[src/jls_pkg.sv]
// Package with register map, field layout and state codes of the link sync input block
package jls_pkg;
	// Register byte offsets
	localparam logic [3:0] JLS_CTRL_OFFSET = 4'h0;
	localparam logic [3:0] JLS_STATUS_OFFSET = 4'h4;
	// Control register fields
	localparam int JLS_CTRL_MODE_64B66B_BIT = 0;
	localparam int JLS_CTRL_SYNC_SEL_BIT = 1;
	localparam int JLS_CTRL_SYSREF_EN_BIT = 2;
	localparam int JLS_CTRL_SYSREF_TERM_BIT = 3;
	localparam int JLS_CTRL_WIDTH = 4;
	// Control reset value: 8B/10B, single-ended source, receiver off, AC termination
	localparam logic [3:0] JLS_CTRL_RESET = 4'h0;
	// Status register fields
	localparam int JLS_STAT_STATE_LSB = 0;
	localparam int JLS_STAT_SYNC_LVL_BIT = 4;
	localparam int JLS_STAT_SYSREF_BIT = 5;
	// Sync source codes
	localparam logic JLS_SRC_SINGLE_ENDED = 1'b0;
	localparam logic JLS_SRC_TIMESTAMP = 1'b1;
	// Link sequencing states, one-hot
	typedef enum logic [3:0] {
		JLS_ST_IDLE = 4'h1,
		JLS_ST_CGS = 4'h2,
		JLS_ST_ILAS = 4'h4,
		JLS_ST_DATA = 4'h8
	} jls_state_type;
	// Registered sync levels held inside the input synchroniser
	typedef struct packed {
		logic sync_meta;
		logic sync_sync;
		logic sync_prev;
		logic sysref_meta;
		logic sysref_sync;
	} jls_sync_type;
endpackage : jls_pkg

[src/jls_sync_if.sv]
// Interface carrying synchronised sync request and SYSREF levels
`timescale 1ns/1ps
interface jls_sync_if;
	logic sync_level; // Synchronised active-low request level
	logic sync_fall; // One-cycle pulse, request asserted
	logic sync_rise; // One-cycle pulse, request released
	logic sysref_level; // Synchronised SYSREF level
	modport producer (output sync_level, sync_fall, sync_rise, sysref_level);
	modport consumer (input sync_level, sync_fall, sync_rise, sysref_level);
endinterface : jls_sync_if

[src/jls_link_sync.sv]
// Link sync input control: source select, CGS/ILAS sequencing, SYSREF receiver control
// Summary of operation
// - Sync input active low, 8B/10B, select zero.
// - 64B/66B modes ignore sync request entirely.
// - Low request starts code group synchronisation.
// - Release to high starts lane alignment sequence.
// - SYSREF input serves as alignment reference.
// - Receiver enable bit; clear powers SYSREF down.
// - Termination bit: 0 AC 100 ohm, 1 DC 50.
// - Timestamp input selectable as alternate sync source.
//
// The Wishbone interface to the registers and the register addresses were decided locally.
`timescale 1ns/1ps
module jls_link_sync
	import jls_pkg::*;
(
	// Clock and reset
	input wire logic CLK_IN,
	input wire logic RST_B_IN,
	// Wishbone classic slave
	input wire logic WB_CYC_IN,
	input wire logic WB_STB_IN,
	input wire logic WB_WE_IN,
	input wire logic [3:0] WB_ADR_IN,
	input wire logic [3:0] WB_SEL_IN,
	input wire logic [31:0] WB_DAT_IN,
	output logic [31:0] WB_DAT_OUT,
	output logic WB_ACK_OUT,
	// Link sync request inputs
	input wire logic SINGLE_ENDED_SYNC_REQUEST_B_IN,
	input wire logic TIMESTAMP_DIFFERENTIAL_INPUT_IN,
	// SYSREF input and receiver control
	input wire logic SYSREF_IN,
	output logic SYSREF_RECEIVER_ENABLE_OUT,
	output logic SYSREF_DC_TERMINATION_SELECT_OUT,
	// Lane sequencing commands
	output logic CGS_START_OUT,
	output logic ILAS_START_OUT,
	output logic CGS_ACTIVE_OUT,
	output logic SYSREF_REF_OUT
);
	// Hazards and limits worth knowing:
	// both request sources share one synchroniser, so switching the source
	// while the two pins differ looks like an edge and may restart CGS;
	// ILAS is a single-cycle marker here, the lane logic stretches it;
	// register reads capture data on the take edge, writes land on the
	// edge that sees ack high, so a read right after a write sees it;
	// 64B/66B mode forces DATA and ignores both request pins;
	// the SYSREF reference is forced low from one cycle after the receiver turns off,
	// so lane logic never aligns to a powered-down input;
	// the request level, not only its edge, starts CGS from IDLE or DATA,
	// so a request held through a mode change is still honoured.

	// Whole state of the block
	typedef struct packed {
		logic [JLS_CTRL_WIDTH-1:0] ctrl; // Control word
		jls_state_type link_state; // Link sequencing state
		logic [31:0] rdata; // Registered read data
		logic ack; // Registered bus acknowledge
		logic cgs_start; // One-cycle CGS start pulse
		logic ilas_start; // One-cycle ILAS start pulse
		logic sysref_ref; // Gated SYSREF reference
		logic cgs_active; // Registered CGS state decode
	} jls_top_type;

	jls_top_type st; // Registered state
	jls_top_type next_st; // Next state
	logic sync_src_b; // Selected raw request, active low
	logic use_sync; // Request honoured in this mode
	logic bus_req; // Bus request, first cycle only
	logic bus_commit; // Write commit, acknowledge edge

	// Synchronised levels and edges from the input stage
	jls_sync_if sync_bus ();

	// Pick request source; the switch sits before the synchroniser
	// so the chosen pin is still synchronised before any edge is used
	assign sync_src_b = (st.ctrl[JLS_CTRL_SYNC_SEL_BIT] == JLS_SRC_TIMESTAMP) ?
		TIMESTAMP_DIFFERENTIAL_INPUT_IN :
		SINGLE_ENDED_SYNC_REQUEST_B_IN;

	// Synchronisers and edge detectors
	jls_input_sync u_input_sync (
		.clk_in(CLK_IN),
		.rst_b_in(RST_B_IN),
		.sync_raw_b_in(sync_src_b),
		.sysref_raw_in(SYSREF_IN),
		.sync_out(sync_bus)
	);

	// Only 8B/10B honours the request
	assign use_sync = ~st.ctrl[JLS_CTRL_MODE_64B66B_BIT];
	// Take only while ack is low, so each access answers once
	assign bus_req = WB_CYC_IN & WB_STB_IN & ~st.ack;
	// The master still holds the write while ack stands; commit then
	assign bus_commit = WB_CYC_IN & WB_STB_IN & WB_WE_IN & st.ack;

	// Field merge for byte-lane writes of the control word
	function automatic logic [JLS_CTRL_WIDTH-1:0] jls_merge(
		input logic [JLS_CTRL_WIDTH-1:0] old_val,
		input logic [31:0] wdata,
		input logic [3:0] sel
	);
		jls_merge = sel[0] ? wdata[JLS_CTRL_WIDTH-1:0] : old_val;
	endfunction

	// Status word: one-hot state, synchronised request level,
	// gated SYSREF reference
	function automatic logic [31:0] jls_status_word(
		input jls_state_type state,
		input logic sync_level,
		input logic sysref_ref
	);
		logic [31:0] word; // Assembled status
		// Unused bits read zero
		word = '0;
		word[JLS_STAT_STATE_LSB +: $bits(jls_state_type)] = state;
		word[JLS_STAT_SYNC_LVL_BIT] = sync_level;
		word[JLS_STAT_SYSREF_BIT] = sysref_ref;
		jls_status_word = word;
	endfunction

	// Next-state logic
	always_comb begin
		// Defaults: hold state, pulses low, ack follows the take
		next_st = st;
		next_st.ack = bus_req;
		next_st.cgs_start = 1'b0;
		next_st.ilas_start = 1'b0;
		// SYSREF reference gated by receiver enable
		next_st.sysref_ref = sync_bus.sysref_level & st.ctrl[JLS_CTRL_SYSREF_EN_BIT];
		// Register access: read data captured on the take edge
		if (bus_req) begin
			next_st.rdata = '0;
			unique case (WB_ADR_IN)
				JLS_CTRL_OFFSET: begin
					// Control word reads back as stored
					next_st.rdata[JLS_CTRL_WIDTH-1:0] = st.ctrl;
				end
				JLS_STATUS_OFFSET: begin
					// Read-only status; writes here are dropped
					next_st.rdata = jls_status_word(st.link_state, sync_bus.sync_level,
						st.sysref_ref);
				end
				default: begin
					// Unmapped: reads zero, writes dropped
					next_st.rdata = '0;
				end
			endcase
		end

		// Control write lands on the edge that sees ack high
		if (bus_commit && (WB_ADR_IN == JLS_CTRL_OFFSET)) begin
			// Byte lane 0 carries every control bit
			next_st.ctrl = jls_merge(st.ctrl, WB_DAT_IN, WB_SEL_IN);
		end
		// Link sequencing
		if (!use_sync) begin
			// 64B/66B: come up with no handshake
			next_st.link_state = JLS_ST_DATA;
		end else begin
			unique case (st.link_state)
				JLS_ST_IDLE, JLS_ST_DATA: begin
					// Low level, not only a fresh edge, so a request held
					// across a mode change is still honoured
					if (!sync_bus.sync_level) begin
						next_st.link_state = JLS_ST_CGS;
						next_st.cgs_start = 1'b1;
					end
				end
				JLS_ST_CGS: begin
					// Wait for the synchronised release edge
					if (sync_bus.sync_rise) begin
						next_st.link_state = JLS_ST_ILAS;
						next_st.ilas_start = 1'b1;
					end
				end
				JLS_ST_ILAS: begin
					// Renewed request restarts CGS, else proceed to data
					if (!sync_bus.sync_level) begin
						next_st.link_state = JLS_ST_CGS;
						next_st.cgs_start = 1'b1;
					end else begin
						// Alignment marker sent, link carries data
						next_st.link_state = JLS_ST_DATA;
					end
				end
				default: begin
					// Illegal one-hot code: fall back to idle
					next_st.link_state = JLS_ST_IDLE;
				end
			endcase
		end
		// Registered decode keeps the active flag glitch free
		next_st.cgs_active = (next_st.link_state == JLS_ST_CGS);
	end

	// State register
	// Synchronous reset, active low; every field takes a constant
	always_ff @(posedge CLK_IN) begin
		if (!RST_B_IN) begin
			// Known idle values
			st <= '{ctrl: JLS_CTRL_RESET, link_state: JLS_ST_IDLE, rdata: 32'h0,
				ack: 1'b0, cgs_start: 1'b0, ilas_start: 1'b0, sysref_ref: 1'b0,
				cgs_active: 1'b0};
		end else begin
			// Advance
			st <= next_st;
		end
	end

	// Outputs straight from flops
	// Bus answer
	assign WB_DAT_OUT = st.rdata;
	assign WB_ACK_OUT = st.ack;

	// SYSREF pad controls
	assign SYSREF_RECEIVER_ENABLE_OUT = st.ctrl[JLS_CTRL_SYSREF_EN_BIT];
	assign SYSREF_DC_TERMINATION_SELECT_OUT = st.ctrl[JLS_CTRL_SYSREF_TERM_BIT];

	// Lane sequencing commands
	assign CGS_START_OUT = st.cgs_start;
	assign ILAS_START_OUT = st.ilas_start;
	assign CGS_ACTIVE_OUT = st.cgs_active;

	// Alignment reference
	assign SYSREF_REF_OUT = st.sysref_ref;
endmodule : jls_link_sync

[src/jls_input_sync.sv]
// Two-flop synchronisers for the sync request and SYSREF, edge detection for the sync request only
`timescale 1ns/1ps
module jls_input_sync
	import jls_pkg::*;
(
	// Clock and reset
	input wire logic clk_in,
	input wire logic rst_b_in,
	// Raw inputs
	input wire logic sync_raw_b_in,
	input wire logic sysref_raw_in,
	// Synchronised outputs
	jls_sync_if.producer sync_out
);
	jls_sync_type st; // All state
	jls_sync_type next_st; // Next state

	// Shift raw levels through two flops; edges from synchronised flops only
	always_comb begin
		next_st = st;
		next_st.sync_meta = sync_raw_b_in;
		next_st.sync_sync = st.sync_meta;
		next_st.sync_prev = st.sync_sync;
		next_st.sysref_meta = sysref_raw_in;
		next_st.sysref_sync = st.sysref_meta;
	end

	// Register state; idle request level is high
	always_ff @(posedge clk_in) begin
		if (!rst_b_in) begin
			st <= '{sync_meta: 1'b1, sync_sync: 1'b1, sync_prev: 1'b1,
				sysref_meta: 1'b0, sysref_sync: 1'b0};
		end else begin
			st <= next_st;
		end
	end

	// Outputs to consumer
	assign sync_out.sync_level = st.sync_sync;
	assign sync_out.sync_fall = st.sync_prev & ~st.sync_sync;
	assign sync_out.sync_rise = ~st.sync_prev & st.sync_sync;
	assign sync_out.sysref_level = st.sysref_sync;
endmodule : jls_input_sync

[config.mk]
export PLATFORM = sky130hd
export DESIGN_NAME = jls_link_sync
export DESIGN_NICKNAME = d
export VERILOG_FILES = /design/src/jls_pkg.sv /design/src/jls_sync_if.sv /design/src/jls_link_sync.sv /design/src/jls_input_sync.sv
export SDC_FILE = /design/constraint.sdc
export NUM_CORES = 1
export LEC_CHECK = 0
export BUFFER_PORTS_ARGS = -buffer_cell sky130_fd_sc_hd__buf_4
export CORE_UTILIZATION = 31
export CTS_CLUSTER_DIAMETER = 100
export DETAILED_ROUTE_END_ITERATION = 16
export GPL_TIMING_DRIVEN = 0
export HOLD_SLACK_MARGIN = 0.03
export SYNTH_ARGS = -nofsm -noshare
export SYNTH_HDL_FRONTEND = slang
export SYNTH_HIERARCHICAL = 1
export SYNTH_SLANG_ARGS = --single-unit
[constraint.sdc]
create_clock -name CLK_IN -period 3.25 [get_ports CLK_IN]
set_clock_uncertainty 0.2 [all_clocks]
set_input_delay 0.65 -clock CLK_IN [delete_from_list [all_inputs] [get_ports CLK_IN]]
set_output_delay 0.65 -clock CLK_IN [all_outputs]
set_load 0.02 [all_outputs]
# After elaboration in Yosys (flattened, before gate mapping)
# Index checks and enable logic that the tools add are counted.
# totals
memories	0
latchBits	0
word_cells	47
input_bits	48
mem_bits_rw	0
rom_bits	0
regBits	50
# op_classes
n_eq_ne	6
shifts	0
mul	0
bitwise_logic	11
add_sub_neg	0
muxes	10
div	0
magnitude_cmp	0
n_reduce_logical	7
# ops
operator	n
2-to-1 mux 4 bit	4
case mux 4 bit (3 select lines)	1
OR reduction 3 bit	3
== test 4 x 2 -> 1 bit, second input constant	2
== test 4 x 3 -> 1 bit, second input constant	2
case mux 4 bit (2 select lines)	1
AND 1 bit	6
NOT 1 bit	5
== test 4 x 1 -> 1 bit, second input constant	1
== test 4 bit, second input constant	1
logical NOT 4 bit	1
2-to-1 mux 1 bit	3
2-to-1 mux 2 bit	1
AND reduction 2 bit	1
OR reduction 2 bit	1
logical AND 1 bit	1

# Depth between registers and ports, before layout
# Gate-level depths: netlist (run 1).
# depth
word_depth	6
depth_mapped	4

# Cells and area by module
# Netlist (run 1), hierarchy kept.
# modules_own_cells
module	cells_each	area_per_inst_um2	instances
jls_link_sync	115	1082.3	1
jls_input_sync	12	143.9	1

# Least setup slack after synthesis (run 1)
# Ideal clock, no wire load.
# synth_path
path_kind	in2reg
startpoint	in WB_ADR_IN[2]
endpoint	reg st, in the netlist SYSREF_DC_TERMINATION_SELECT_OUT
path_stages	4
slack_ns	1.612
arrival_ns	1.318
cell_sequence	buf_6 -> and4b_1 -> nand4_4 -> mux2i_1
# synth_between
elab_chain_cells	3
# synth_rtl
item	line_no	source
start: declaration	jls_link_sync.sv:24	input wire logic [3:0] WB_ADR_IN,
logical NOT 4 bit	jls_link_sync.sv:153	if (bus_commit && (WB_ADR_IN == JLS_CTRL_OFFSET)) begin
logical AND 1 bit	jls_link_sync.sv:153	
AND reduction 2 bit (no source line)	n/a	
end signal: assignment	jls_link_sync.sv:203	st <= '{ctrl: JLS_CTRL_RESET, link_state: JLS_ST_IDLE, rdata: 32'h0,
end signal: assignment	jls_link_sync.sv:208	st <= next_st;
end: declaration	jls_link_sync.sv:66	jls_top_type st;
# No other way between the ends.
# A chain may end at the register's enable or synchronous reset.

# Worst setup path after layout (run 1)
# layout_path
startpoint	reg st, in the netlist WB_DAT_OUT[2]
endpoint	out WB_DAT_OUT[2]
# layout_lines
item	line_no	source
end: declaration	jls_link_sync.sv:27	output logic [31:0] WB_DAT_OUT,
# No word-level cell between the ends.

==> results.md, run 1 <==
Run status:
- The flow ran to the end, and the final reports show no timing, DRC or antenna violations.

CTS:
- The clock network latency to the later pin of the worst-skew pair is 0.27 ns.
- Clock-pin slew was measured on the worst setup and hold paths at 0.09 ns.
- The number of clock buffers inserted by TritonCTS is 3.
- The number of setup buffers added after CTS is 0.
- The hold buffer count at cts is 0.
- The maximum root-to-sink buffer count is 2.
- CTS built an H-tree with a depth of 1.
- The TritonCTS clock tree is yes.
- Once the clock tree was built, the resizer swapped 0 gates to a different size.
- The total clock sinks is 24.
- The cell sitting at the root of the clock tree is a sky130_fd_sc_hd__clkbuf_8.

Layout:
- The count of placed standard cells in the final layout, fillers left out is 231.
- Leaving out fill and tap cells, the most frequent cell in the layout is sky130_fd_sc_hd__buf_4.
- Compared with the post-synthesis result, the final layout area differs by 35.69%.
- Cells with a size suffix above 1 make up 40.98% of the layout.
- The count of filler cells inserted in the layout is 367.
- The net count reported at finish is 232.
- The repair_antennas step left the layout with diodes totalling 0.
- The finished cells cover 1655 sq um.
- In the layout the commonest cells are sky130_fd_sc_hd__buf_4 (61), sky130_fd_sc_hd__conb_1 (26), sky130_fd_sc_hd__dfxtp_1 (24).

Setup path:
- The endpoint of the most critical register-to-register path is st[37]$_SDFF_PN1_.
- Traced cell by cell, the critical path runs through buf_4 -> buf_4.
- The category of the worst setup path launch point is a flip-flop.
- The setup slack of the most critical reg-to-reg path is 1.85 ns.
- The nature of the critical path endpoint is an output pin.
- The critical path in this run is classified as flip-flop to output pin.
- The arrival time at the worst endpoint is 0.86 ns.
- In this run the critical register-to-register path is launched from st[37]$_SDFF_PN1_.
- Of all nets on the critical path, the largest fanout is 2.
- The most numerous cell on the critical path is sky130_fd_sc_hd__buf_4.
- The largest single stage delay on the critical path is ~0.32 ns.
- For the worst setup path, the data required time is 2.40 ns.
- The path depth of the worst reg2reg path is 3.
- The highest-delay cell along the critical path is sky130_fd_sc_hd__dfxtp_1.

STA:
- The count of final max-slew check failures was 0.
- The minimum period implied by the final worst setup slack is 1.709 ns.
- Setup repair after global routing left no endpoint under its margin.
- The achievable frequency is just under 600 MHz.
- In the post-route analysis, the smallest setup slack over all paths is 1.541 ns.
- The sum of negative setup slack is 0 ns.
- The number of hold-slack violations in the final timing report is 0.
- The final critical-path share of the clock period is 52.58%.
- The final count of negative-setup-slack endpoints is 0.

Yosys:
- The Yosys step of the flow raised 6 warnings.
- The post-synth design cell area is ~1200 sq um.
- The post-synthesis instance total is approximately 130.
- The per-instance average area after synthesis is 9.682 sq um.

Global routing:
- The first-pass GRT wire length is 3484 microns.
- The largest net degree at the start of global routing is 15.
- The initial antenna violation count is 0.
- The via count of the first global-routing pass is 836.
- Global routing finished with a remaining overflow of 0.
- The overall global routing resource usage is 10.58%.

Die:
- The area of the die is roughly 4200 sq um.
- The number of top-level pins is 87.
- The number of standard-cell rows in the floorplan is 22.
- The core area is 3716 sq um.
- The die span in x is 64.73 microns.
- For this configuration, the core starts out at a cell density of 32.83%.
- Measured along the y axis, the die boundary spans approximately 65 microns.

Route:
- Using the TritonRoute via totals, the vias-per-cell ratio works out to 3.935.
- The routed wire length is 2180 microns.
- The first TritonRoute pass finished after 3 iterations.
- In the routed design, unresolved DRC markers number 0.
- The remaining antenna violation count is 0.
- The average wire per standard cell is around 9.4 microns.
- Detailed routing inserted a total of around 910 vias.
- The number of DRC markers in iteration 0 is 17.

Placed design:
- At the end of routability-driven placement, the weighted congestion stood at 0.8536.
- In this run the cell area measured after placement is 1584 sq um.
- The placed cell count is between 200 and 250.
- OpenSTA, run right after detailed placement, puts the worst setup slack at 1.382 ns.
- The count of buffers inserted at the top-level ports is 28.

Flow run:
- The number of maximum-capacitance constraint violations is 0.

Power and ir drop:
- VDD sags by at most 212.8 uV.
- Dividing total power by cell area gives a power density of around 400 nW/um^2.
- For this design the static power due to leakage is 0.0008265 uW.

Hold path:
- The worst hold path endpoint is u_input_sync/sync_out.sync_level$_SDFF_PN1_.
- The worst hold path belongs to the class flip-flop to flip-flop.
- The beginning of the worst hold path is u_input_sync/next_st[3]$_SDFF_PN1_.
- The instance count along the most critical hold path is 1.
-- cell type report --
class                           count  area (sq um)  share of cell area, %
Buffer                             36         267.8                  16.18
Clock buffer                        3         41.29                  2.494
Clock inverter                      1         30.03                  1.814
Multi-Input combinational cell     91         565.5                  34.16
Sequential cell                    24         480.5                  29.02
Tap cell                           48         60.06                  3.628
Timing Repair Buffer               28         210.2                  12.70
-- worst max path at each step --
stage / from / end / slack (ns) / depth (start not counted)
2_1_floorplan: WB_ADR_IN[2] / SYSREF_DC_TERMINATION_SELECT_OUT$_SDFFE_PN0P_ / 1.61 / 4
3_3_place_gp: RST_B_IN / CGS_START_OUT$_SDFF_PP0_ / 1.44 / 5
3_5_place_dp: RST_B_IN / CGS_ACTIVE_OUT$_SDFF_PN0_ / 1.38 / 5
4_1_cts: WB_DAT_OUT[2]$_SDFFE_PN0P_ / WB_DAT_OUT[2] / 1.53 / 2
5_1_grt: WB_DAT_OUT[2]$_SDFFE_PN0P_ / WB_DAT_OUT[2] / 1.51 / 2
6_report: WB_DAT_OUT[2]$_SDFFE_PN0P_ / WB_DAT_OUT[2] / 1.54 / 2
-- critical path, delay by kind of cell, from the launching register on --
family	cells	cell delay (ns)
buffers and inverters	2	0.26
DFF	1	0.32
-- per-stage QoR --
stage | total power [uW] | util, % | hold WS [ns]
after global routing | 684.1 | 44.55 | 0.2382
after CTS | 666.7 | 44.55 | 0.2209
after global placement | 402.9 | 42.63 | 0.1907
after floorplan | 380.4 | - | 0.1863
final | 661.7 | 44.55 | 0.2187
after detailed placement | 404.2 | 42.63 | 0.2006
-- layer usage --
metal / vias up / track usage, % / share of wire, %
met2: 29 / 19.14 / 49
met5: - / 0 / 0
met1: 395 / 11.76 / 44
met3: 4 / 1.232 / 4.6
li1: 481 / - / -
met4: 0 / 6.111 / 1.7
-- registers in the layout (all words and copies together), names as in the netlist --
register / flops
u_input_sync/sync_out.sync_level: 1
u_input_sync/next_st: 2
u_input_sync/st: 1
WB_ACK_OUT: 1
st: 6
ILAS_START_OUT: 1
u_input_sync/sync_out.sysref_level: 1
SYSREF_REF_OUT: 1
CGS_ACTIVE_OUT: 1
CGS_START_OUT: 1
SYSREF_RECEIVER_ENABLE_OUT: 1
WB_DAT_OUT: 6
SYSREF_DC_TERMINATION_SELECT_OUT: 1
-- power breakdown --
part / switching (uW) / internal, uW
Sequential: 2.93 / 299
Clock: 98.7 / 165
Combinational: 50.4 / 46.4
Total: 152 / 510
No activity file was read; power rests on OpenSTA's default activity.
==> run 2: changes to the inputs <==
Settings changed: ABC_AREA set to 1.
Clock period 3.25 ns to 1.58 ns, I/O delays scaled along.
==> run 2 against run 1 <==
Against the previous run: worst hold slack got worse by 0.14 ns; routed wire length increased by 0.14%; utilization is 1.8 points lower; flip-flop and latch count unchanged; via count grew 21%; final cell count increased by 28%; clock power grew 32%; synthesized area is 5.1% higher; sequential share of layout area is 0.89 points lower; count of clock-buffer cells in the layout stayed put; critical path type unchanged; critical endpoint is now WB_DAT_OUT[4]; largest power group unchanged.
==> results.md, run 2 <==
Run status:
- The flow ran to the end, and the final reports show no timing, DRC or antenna violations.

Layout:
- The count of inserted antenna diode cells is 0.
- The most frequent standard cell in the layout excluding fill and tap cells is sky130_fd_sc_hd__buf_4.
- The area growth from synthesis to layout is 33.17%.
- The area of the multi-input gates is 559.3 sq um.
- At the end of the flow, the number of nets in the layout was just under 300.
- The fraction of layout instances using a drive strength above 1 is 29.67%.
- Counting the fill cells in the layout gives 437.
- Leaving out fill and tap cells, the most frequent cells in the layout are sky130_fd_sc_hd__buf_4 (61), sky130_fd_sc_hd__nand2_1 (42), sky130_fd_sc_hd__nor2_1 (37).
- The area taken by flip-flops and latches is between 400 and 500 sq um.

Yosys:
- The post-synth design cell area is roughly 1300 sq um.
- For this run, the number of Yosys warnings is 6.
- After synthesis, the mean cell area works out to 6.822 sq um.
- The post-synthesis instance total is 188.

Placed design:
- Routability-driven placement finished with a final weighted congestion of 0.7764.
- Buffers placed on the I/O ports in this run total 29.
- The HPWL reported at the end of detailed placement is 1735 microns.

Setup path:
- In this design, the stage delay of the slowest critical-path cell is 0.32 ns.
- The critical path required time is 1.06 ns.
- The worst setup path is launched from a flip-flop.
- The worst-path maximum fanout is 2.
- The highest-delay cell along the critical path is sky130_fd_sc_hd__dfxtp_1.
- Among the stages of the critical path, the cell type that occurs most often is sky130_fd_sc_hd__buf_4.
- The arrival time at the worst endpoint is 0.84 ns.
- By startpoint and endpoint, the worst setup path is classified as flip-flop to output pin.
- The worst setup path is captured at an output pin.
- The critical path goes through buf_4 -> buf_4.

Global routing:
- The largest net degree at the start of global routing is 13.
- The first-pass GRT wire length is 3650 microns.
- The initial antenna violation count is 0.
- In the global route stage, overall resource usage came out at 11.13%.
- In the global route stage, met2 resource usage came out at 18.62%.
- Global routing finished with a remaining overflow of 0.
- The via count of the first global-routing pass was 879.
- For this run, global-route usage on met3 was measured as 3.103%.
- Global routing used 13.17% of the available met1 tracks.
- The layer with the highest usage is met2.

CTS:
- The root buffer cell chosen for the clock tree is sky130_fd_sc_hd__clkbuf_8.
- Counting along the longest clock path gives a buffer depth of 2.
- In this run the number of H-tree levels came out at 1.
- The total clock sinks is 24.
- In this run, CTS created clock tree buffers numbering 3.
- The number of cells upsized or downsized after cts is 0.
- The clock network latency to the later pin of the worst-skew pair is between 0.2 and 0.3 ns.
- The clock-pin slew of the registers on the worst-case setup and hold paths is 0.08 ns.
- TritonCTS built the clock tree.

Die:
- The die height is 66.32 microns.
- The number of top-level pins is a little under 90.
- The region available for standard cell placement spans 4000 sq um.
- The die span in x is ~66 microns.
- The floorplan has 23 rows.
- The area of the die is 4398 sq um.
- For this configuration, the core starts out at a cell density of 32.06%.

Flow run:
- The tool flagged a number of max-cap violations equal to 0.

Power and ir drop:
- For this design the total switching power over the nets is 339.3 uW.
- Summing internal, switching and leakage power gives 1260 uW.
- IR analysis of the VDD net gives a maximum drop of 387.1 uV.
- The switching part of the total is 26.93%.
- The share of total power in combinational logic is between 20% and 30%.
- Of the total power, registers draw 50.7%.
- The power per unit of standard cell area is between 700 and 800 nW/um^2.
- The design internal power is 920.6 uW.
- The analysis attributes to cell leakage a power of between 0.0009 and 0.001 uW.
- The share of total power in the clock network is 27.5%.

Route:
- The routed wire length is 2183 microns.
- The routed layout has 1098 vias.
- The first detailed-routing pass took 4 iterations.
- The DRC violations left is 0.
- The remaining antenna violation count is 0.
- The detail-routed via count per cell is 3.709.
- The average wire per standard cell is about 7.4 microns.
- The number of DRC markers in iteration 0 is 37.

STA:
- Derived from the worst setup path, the maximum achievable clock frequency is 735.1 MHz.
- The final critical path takes up 86.10% of the cycle.
- The minimum period implied by the final worst setup slack is approximately 1.4 ns.
- Setup violations remaining at the end of the flow were counted as 0.
- The sum of negative setup slack is 0 ns.
- The number of hold-slack violations in the final timing report is 0.
- The count of final max-slew check failures is 0.
- Setup repair after global routing left no endpoint under its margin.

Hold path:
- The class of the tightest hold or removal check is input pin to flip-flop.
[run 2: final cells by class]
class                           instances  area share [%]
Sequential cell                        24           28.13
Tap cell                               50           3.663
Buffer                                 34           14.65
Multi-Input combinational cell        132           32.75
Inverter                               23           5.055
Timing Repair Buffer                   30           13.33
Clock buffer                            3           2.418
[run 2: metrics by stage]
step	cell area [sq um]	hold slack, ns	cells	utilization (%)	worst slack [ns]
final	1708	0.07794	296	42.70	0.2197
after CTS	1708	0.07383	296	42.70	0.2095
after global routing	1708	0.09056	296	42.70	0.1633
after floorplan	1376	0.1795	213	-	0.3261
after detailed placement	1657	0.1902	292	41.41	0.1662
after global placement	1657	0.1845	292	41.41	0.1735
[run 2: worst paths after layout]
check                                                        start                                          end  slack, ns  depth (start not counted)
worst max-delay path                    WB_DAT_OUT[4]$_SDFFE_PN0P_                                WB_DAT_OUT[4]       0.22                          2
worst min-delay path                                  WB_DAT_IN[2]      SYSREF_RECEIVER_ENABLE_OUT$_SDFFE_PN0P_       0.08                          3
worst max register to register                   st[40]$_SDFF_PN0_                            st[37]$_SDFF_PN1_       0.29                          7
worst min register to register  u_input_sync/next_st[3]$_SDFF_PN1_  u_input_sync/sync_out.sync_level$_SDFF_PN1_       0.20                          2
[run 2: repair_timing]
item / CTS / global route
endpoints found under the hold margin: 1 / 0
hold buffers: 1 / 0
buffers inserted: 0 / 0
[run 2: routing by layer]
| layer | up-vias | wire, microns | share of wire [%] |
|---|---|---|---|
| met1 | 428 | 1066 | 49 |
| met5 | - | 0 | 0 |
| met2 | 38 | 934 | 43 |
| li1 | 628 | - | - |
| met4 | 0 | 28 | 1.3 |
| met3 | 4 | 153 | 7.0 |
[run 2: power by group through the flow]
stage	sequential [uW]	clock (uW)	combinational, uW
after global routing	643	383	306
after detailed placement	654	0	272
after CTS	639	359	275
final	639	346	275
after floorplan	655	0	199
after global placement	654	0	271
[run 2: critical path: cells and delay by family, from the launching register on]
family / cells / cell delay (ns)
buffers and inverters: 2 / 0.26
DFF: 1 / 0.32
==> run 3: changes to the inputs <==
Settings changed: CORE_ASPECT_RATIO set to 1.75.
==> run 3 against run 2 <==
Against the previous run: first-iteration DRC count is 62% lower; utilization is 1.8 points higher; via count is 6.6% higher; die area is 0.23% higher; largest cell class unchanged; highest routed layer unchanged.
==> results.md, run 3 (synthesized netlist as in run 2, its figures left out) <==
Die:
- The die covers ~4400 sq um.
- The number of standard-cell rows in the floorplan is 30.
- The floorplan step set the die height to between 80 and 90 microns.
- The initial standard-cell utilization of the core is around a third.
- The core area is just under 4000 sq um.
- The die span in x is around 50 microns.
- The number of top-level pins is 87.

Global routing:
- The initial antenna violation count came to 0.
- The first-pass GRT wire length is roughly 4000 microns.
- For this run the aggregate overflow at the end of global routing stands at 0.
- For this run, the total global-route usage over all layers was measured as around an eighth.
- The via count of the first global-routing pass is 1022.
- Entering global routing, the biggest net connects 15 pins.

Layout:
- Cells fill 44.46% of the core in the end.
- In the layout the commonest cells are sky130_fd_sc_hd__buf_4 (61), sky130_fd_sc_hd__nand2_1 (42), sky130_fd_sc_hd__nor2_1 (37).
- The count of inserted antenna diode cells is 0.
- The filler cells instantiated in the layout total 427.
- The most frequent standard cell in the layout excluding fill and tap cells is sky130_fd_sc_hd__buf_4.
- Cells with a size suffix above 1 make up 29.96% of the layout.
- The area of all placed cells without fillers is between 1500 and 2000 sq um.
- For this run, the post-layout net count is 296.
- The layout overhead on the synthesized area is 35.32%.

Route:
- The number of DRC markers in iteration 0 is 14.
- The routed wire length is 2411 microns.
- Dividing the detail-routed wire length by the instance count gives 8.173 microns.
- In the routed layout, each cell is associated on average with a via count of 3.966.
- In this run the remaining antenna-violating nets after routing total 0.
- The first detailed-routing pass ran for 4 iterations.
- The DRC violations left is 0.
- Summing over every cut layer, the via total after detailed routing is 1170.

Setup path:
- In this run the worst path has a maximum fanout of 2.
- The critical path required time is 1.06 ns.
- The category of the worst setup path launch point is a flip-flop.
- The arrival time at the worst endpoint is 0.88 ns.
- In this design, the critical path's most frequently occurring cell is sky130_fd_sc_hd__buf_4.
- In this design, the stage delay of the slowest critical-path cell is 0.33 ns.
- The start-to-end type of the worst setup path is flip-flop to output pin.
- The nature of the critical path endpoint is an output pin.
- The signal on the critical path passes through buf_4 -> buf_4.
- The largest individual stage delay along the critical path comes from the cell sky130_fd_sc_hd__dfxtp_1.

CTS:
- The maximum root-to-sink buffer count is 2.
- The TritonCTS clock tree is yes.
- TritonCTS created 3 clock buffers.
- The number of hold buffers added after CTS was 1.
- Clock latency on the worst-skew pair, taken at its later pin, is 0.27 ns.
- Post-CTS timing repair inserted 0 buffers for setup.
- Clock-pin slew was measured on the worst setup and hold paths at 0.09 ns.
- The depth of the CTS H-tree is 1.
- The library cell used as clock root buffer is sky130_fd_sc_hd__clkbuf_8.
- The number of cells upsized or downsized after cts is 0.
- For this design, the sink count on the clock tree is 24.

STA:
- The minimum period implied by the final worst setup slack is roughly 1.4 ns.
- The final critical-path share of the clock period is 88.37%.
- The count of final max-slew check failures came to 0.
- Based on the critical path, the design can be clocked at up to 716.2 MHz.
- In the post-route analysis, the smallest setup slack over all paths is 0.1838 ns.
- Setup repair after global routing left no endpoint under its margin.
- The number of hold-slack violations in the final timing report was 0.
- After routing, the total negative slack on setup checks comes to 0 ns.
- Setup violations remaining at the end of the flow were counted as 0.

Placed design:
- OpenSTA, run right after detailed placement, puts the worst setup slack at 0.1694 ns.
- Detailed placement finished with a half-perimeter wire length of 1936 microns.
- The count of buffers added on input and output ports is 29.
- In this run the cell area measured after placement is approximately 1700 sq um.
- The placer's final routability congestion estimate is 0.8484.

Hold path:
- The min-delay analysis places its worst path in the category input pin to flip-flop.

Power and ir drop:
- The power per unit of standard cell area is 838.1 nW/um^2.
- Across the VDD grid, the largest voltage drop is 428.1 uV.
- Overall power consumption after layout is estimated at 1454 uW.
- The static leakage is 0.001011 uW.

Flow run:
- The number of maximum-capacitance constraint violations is 0.

Run status:
- The flow ran to the end, and the final reports show no timing, DRC or antenna violations.
[run 3: critical path, delay by kind of cell, from the launching register on]
kind / cells / cell delay, ns
buf+inv: 2 / 0.27
flops: 1 / 0.33
[run 3: worst paths after layout]
path                                                    startpoint                                     endpoint  slack (ns)  cells after the start
worst max-delay path                    WB_DAT_OUT[5]$_SDFFE_PN0P_                                WB_DAT_OUT[5]        0.18                      2
worst min register to register  u_input_sync/next_st[3]$_SDFF_PN1_  u_input_sync/sync_out.sync_level$_SDFF_PN1_        0.21                      2
worst min-delay path                                  WB_DAT_IN[1]                          st[42]$_SDFFE_PN0P_        0.07                      3
worst max register to register                   st[38]$_SDFF_PN0_                    ILAS_START_OUT$_SDFF_PP0_        0.22                      4
[run 3: layer usage]
metal	track usage, %	wire length (microns)	vias up	part of all wire [%]
li1	-	-	632	-
met1	10.98	880	478	36
met2	22.18	1214	47	50
met3	1.571	163	13	6.8
met4	11.11	153	0	6.3
met5	0	0	-	0
[run 3: area by class of cell]
type | instances | area (sq um) | share of cell area, %
clock inverters | 1 | 30.03 | 1.730
clock buffers | 3 | 41.29 | 2.379
plain buffers | 34 | 250.2 | 14.42
well taps | 48 | 60.06 | 3.461
repair buffers | 30 | 227.7 | 13.12
flip-flops and latches | 24 | 480.5 | 27.69
inverters | 23 | 86.33 | 4.975
multi-input cells | 132 | 559.3 | 32.23
[run 3: stage by stage]
stage,cells,hold WS [ns]
2_1_floorplan,213,0.1795
3_3_place_gp,290,0.1892
3_5_place_dp,290,0.1892
4_1_cts,295,0.06359
5_1_grt,295,0.07179
6_report,295,0.06624
[run 3: where the power goes]
group	internal, uW	total (uW)	switching [uW]
clock	339	540	201
combinational	124	275	150
sequential	626	640	13.5
total	1090	1450	365
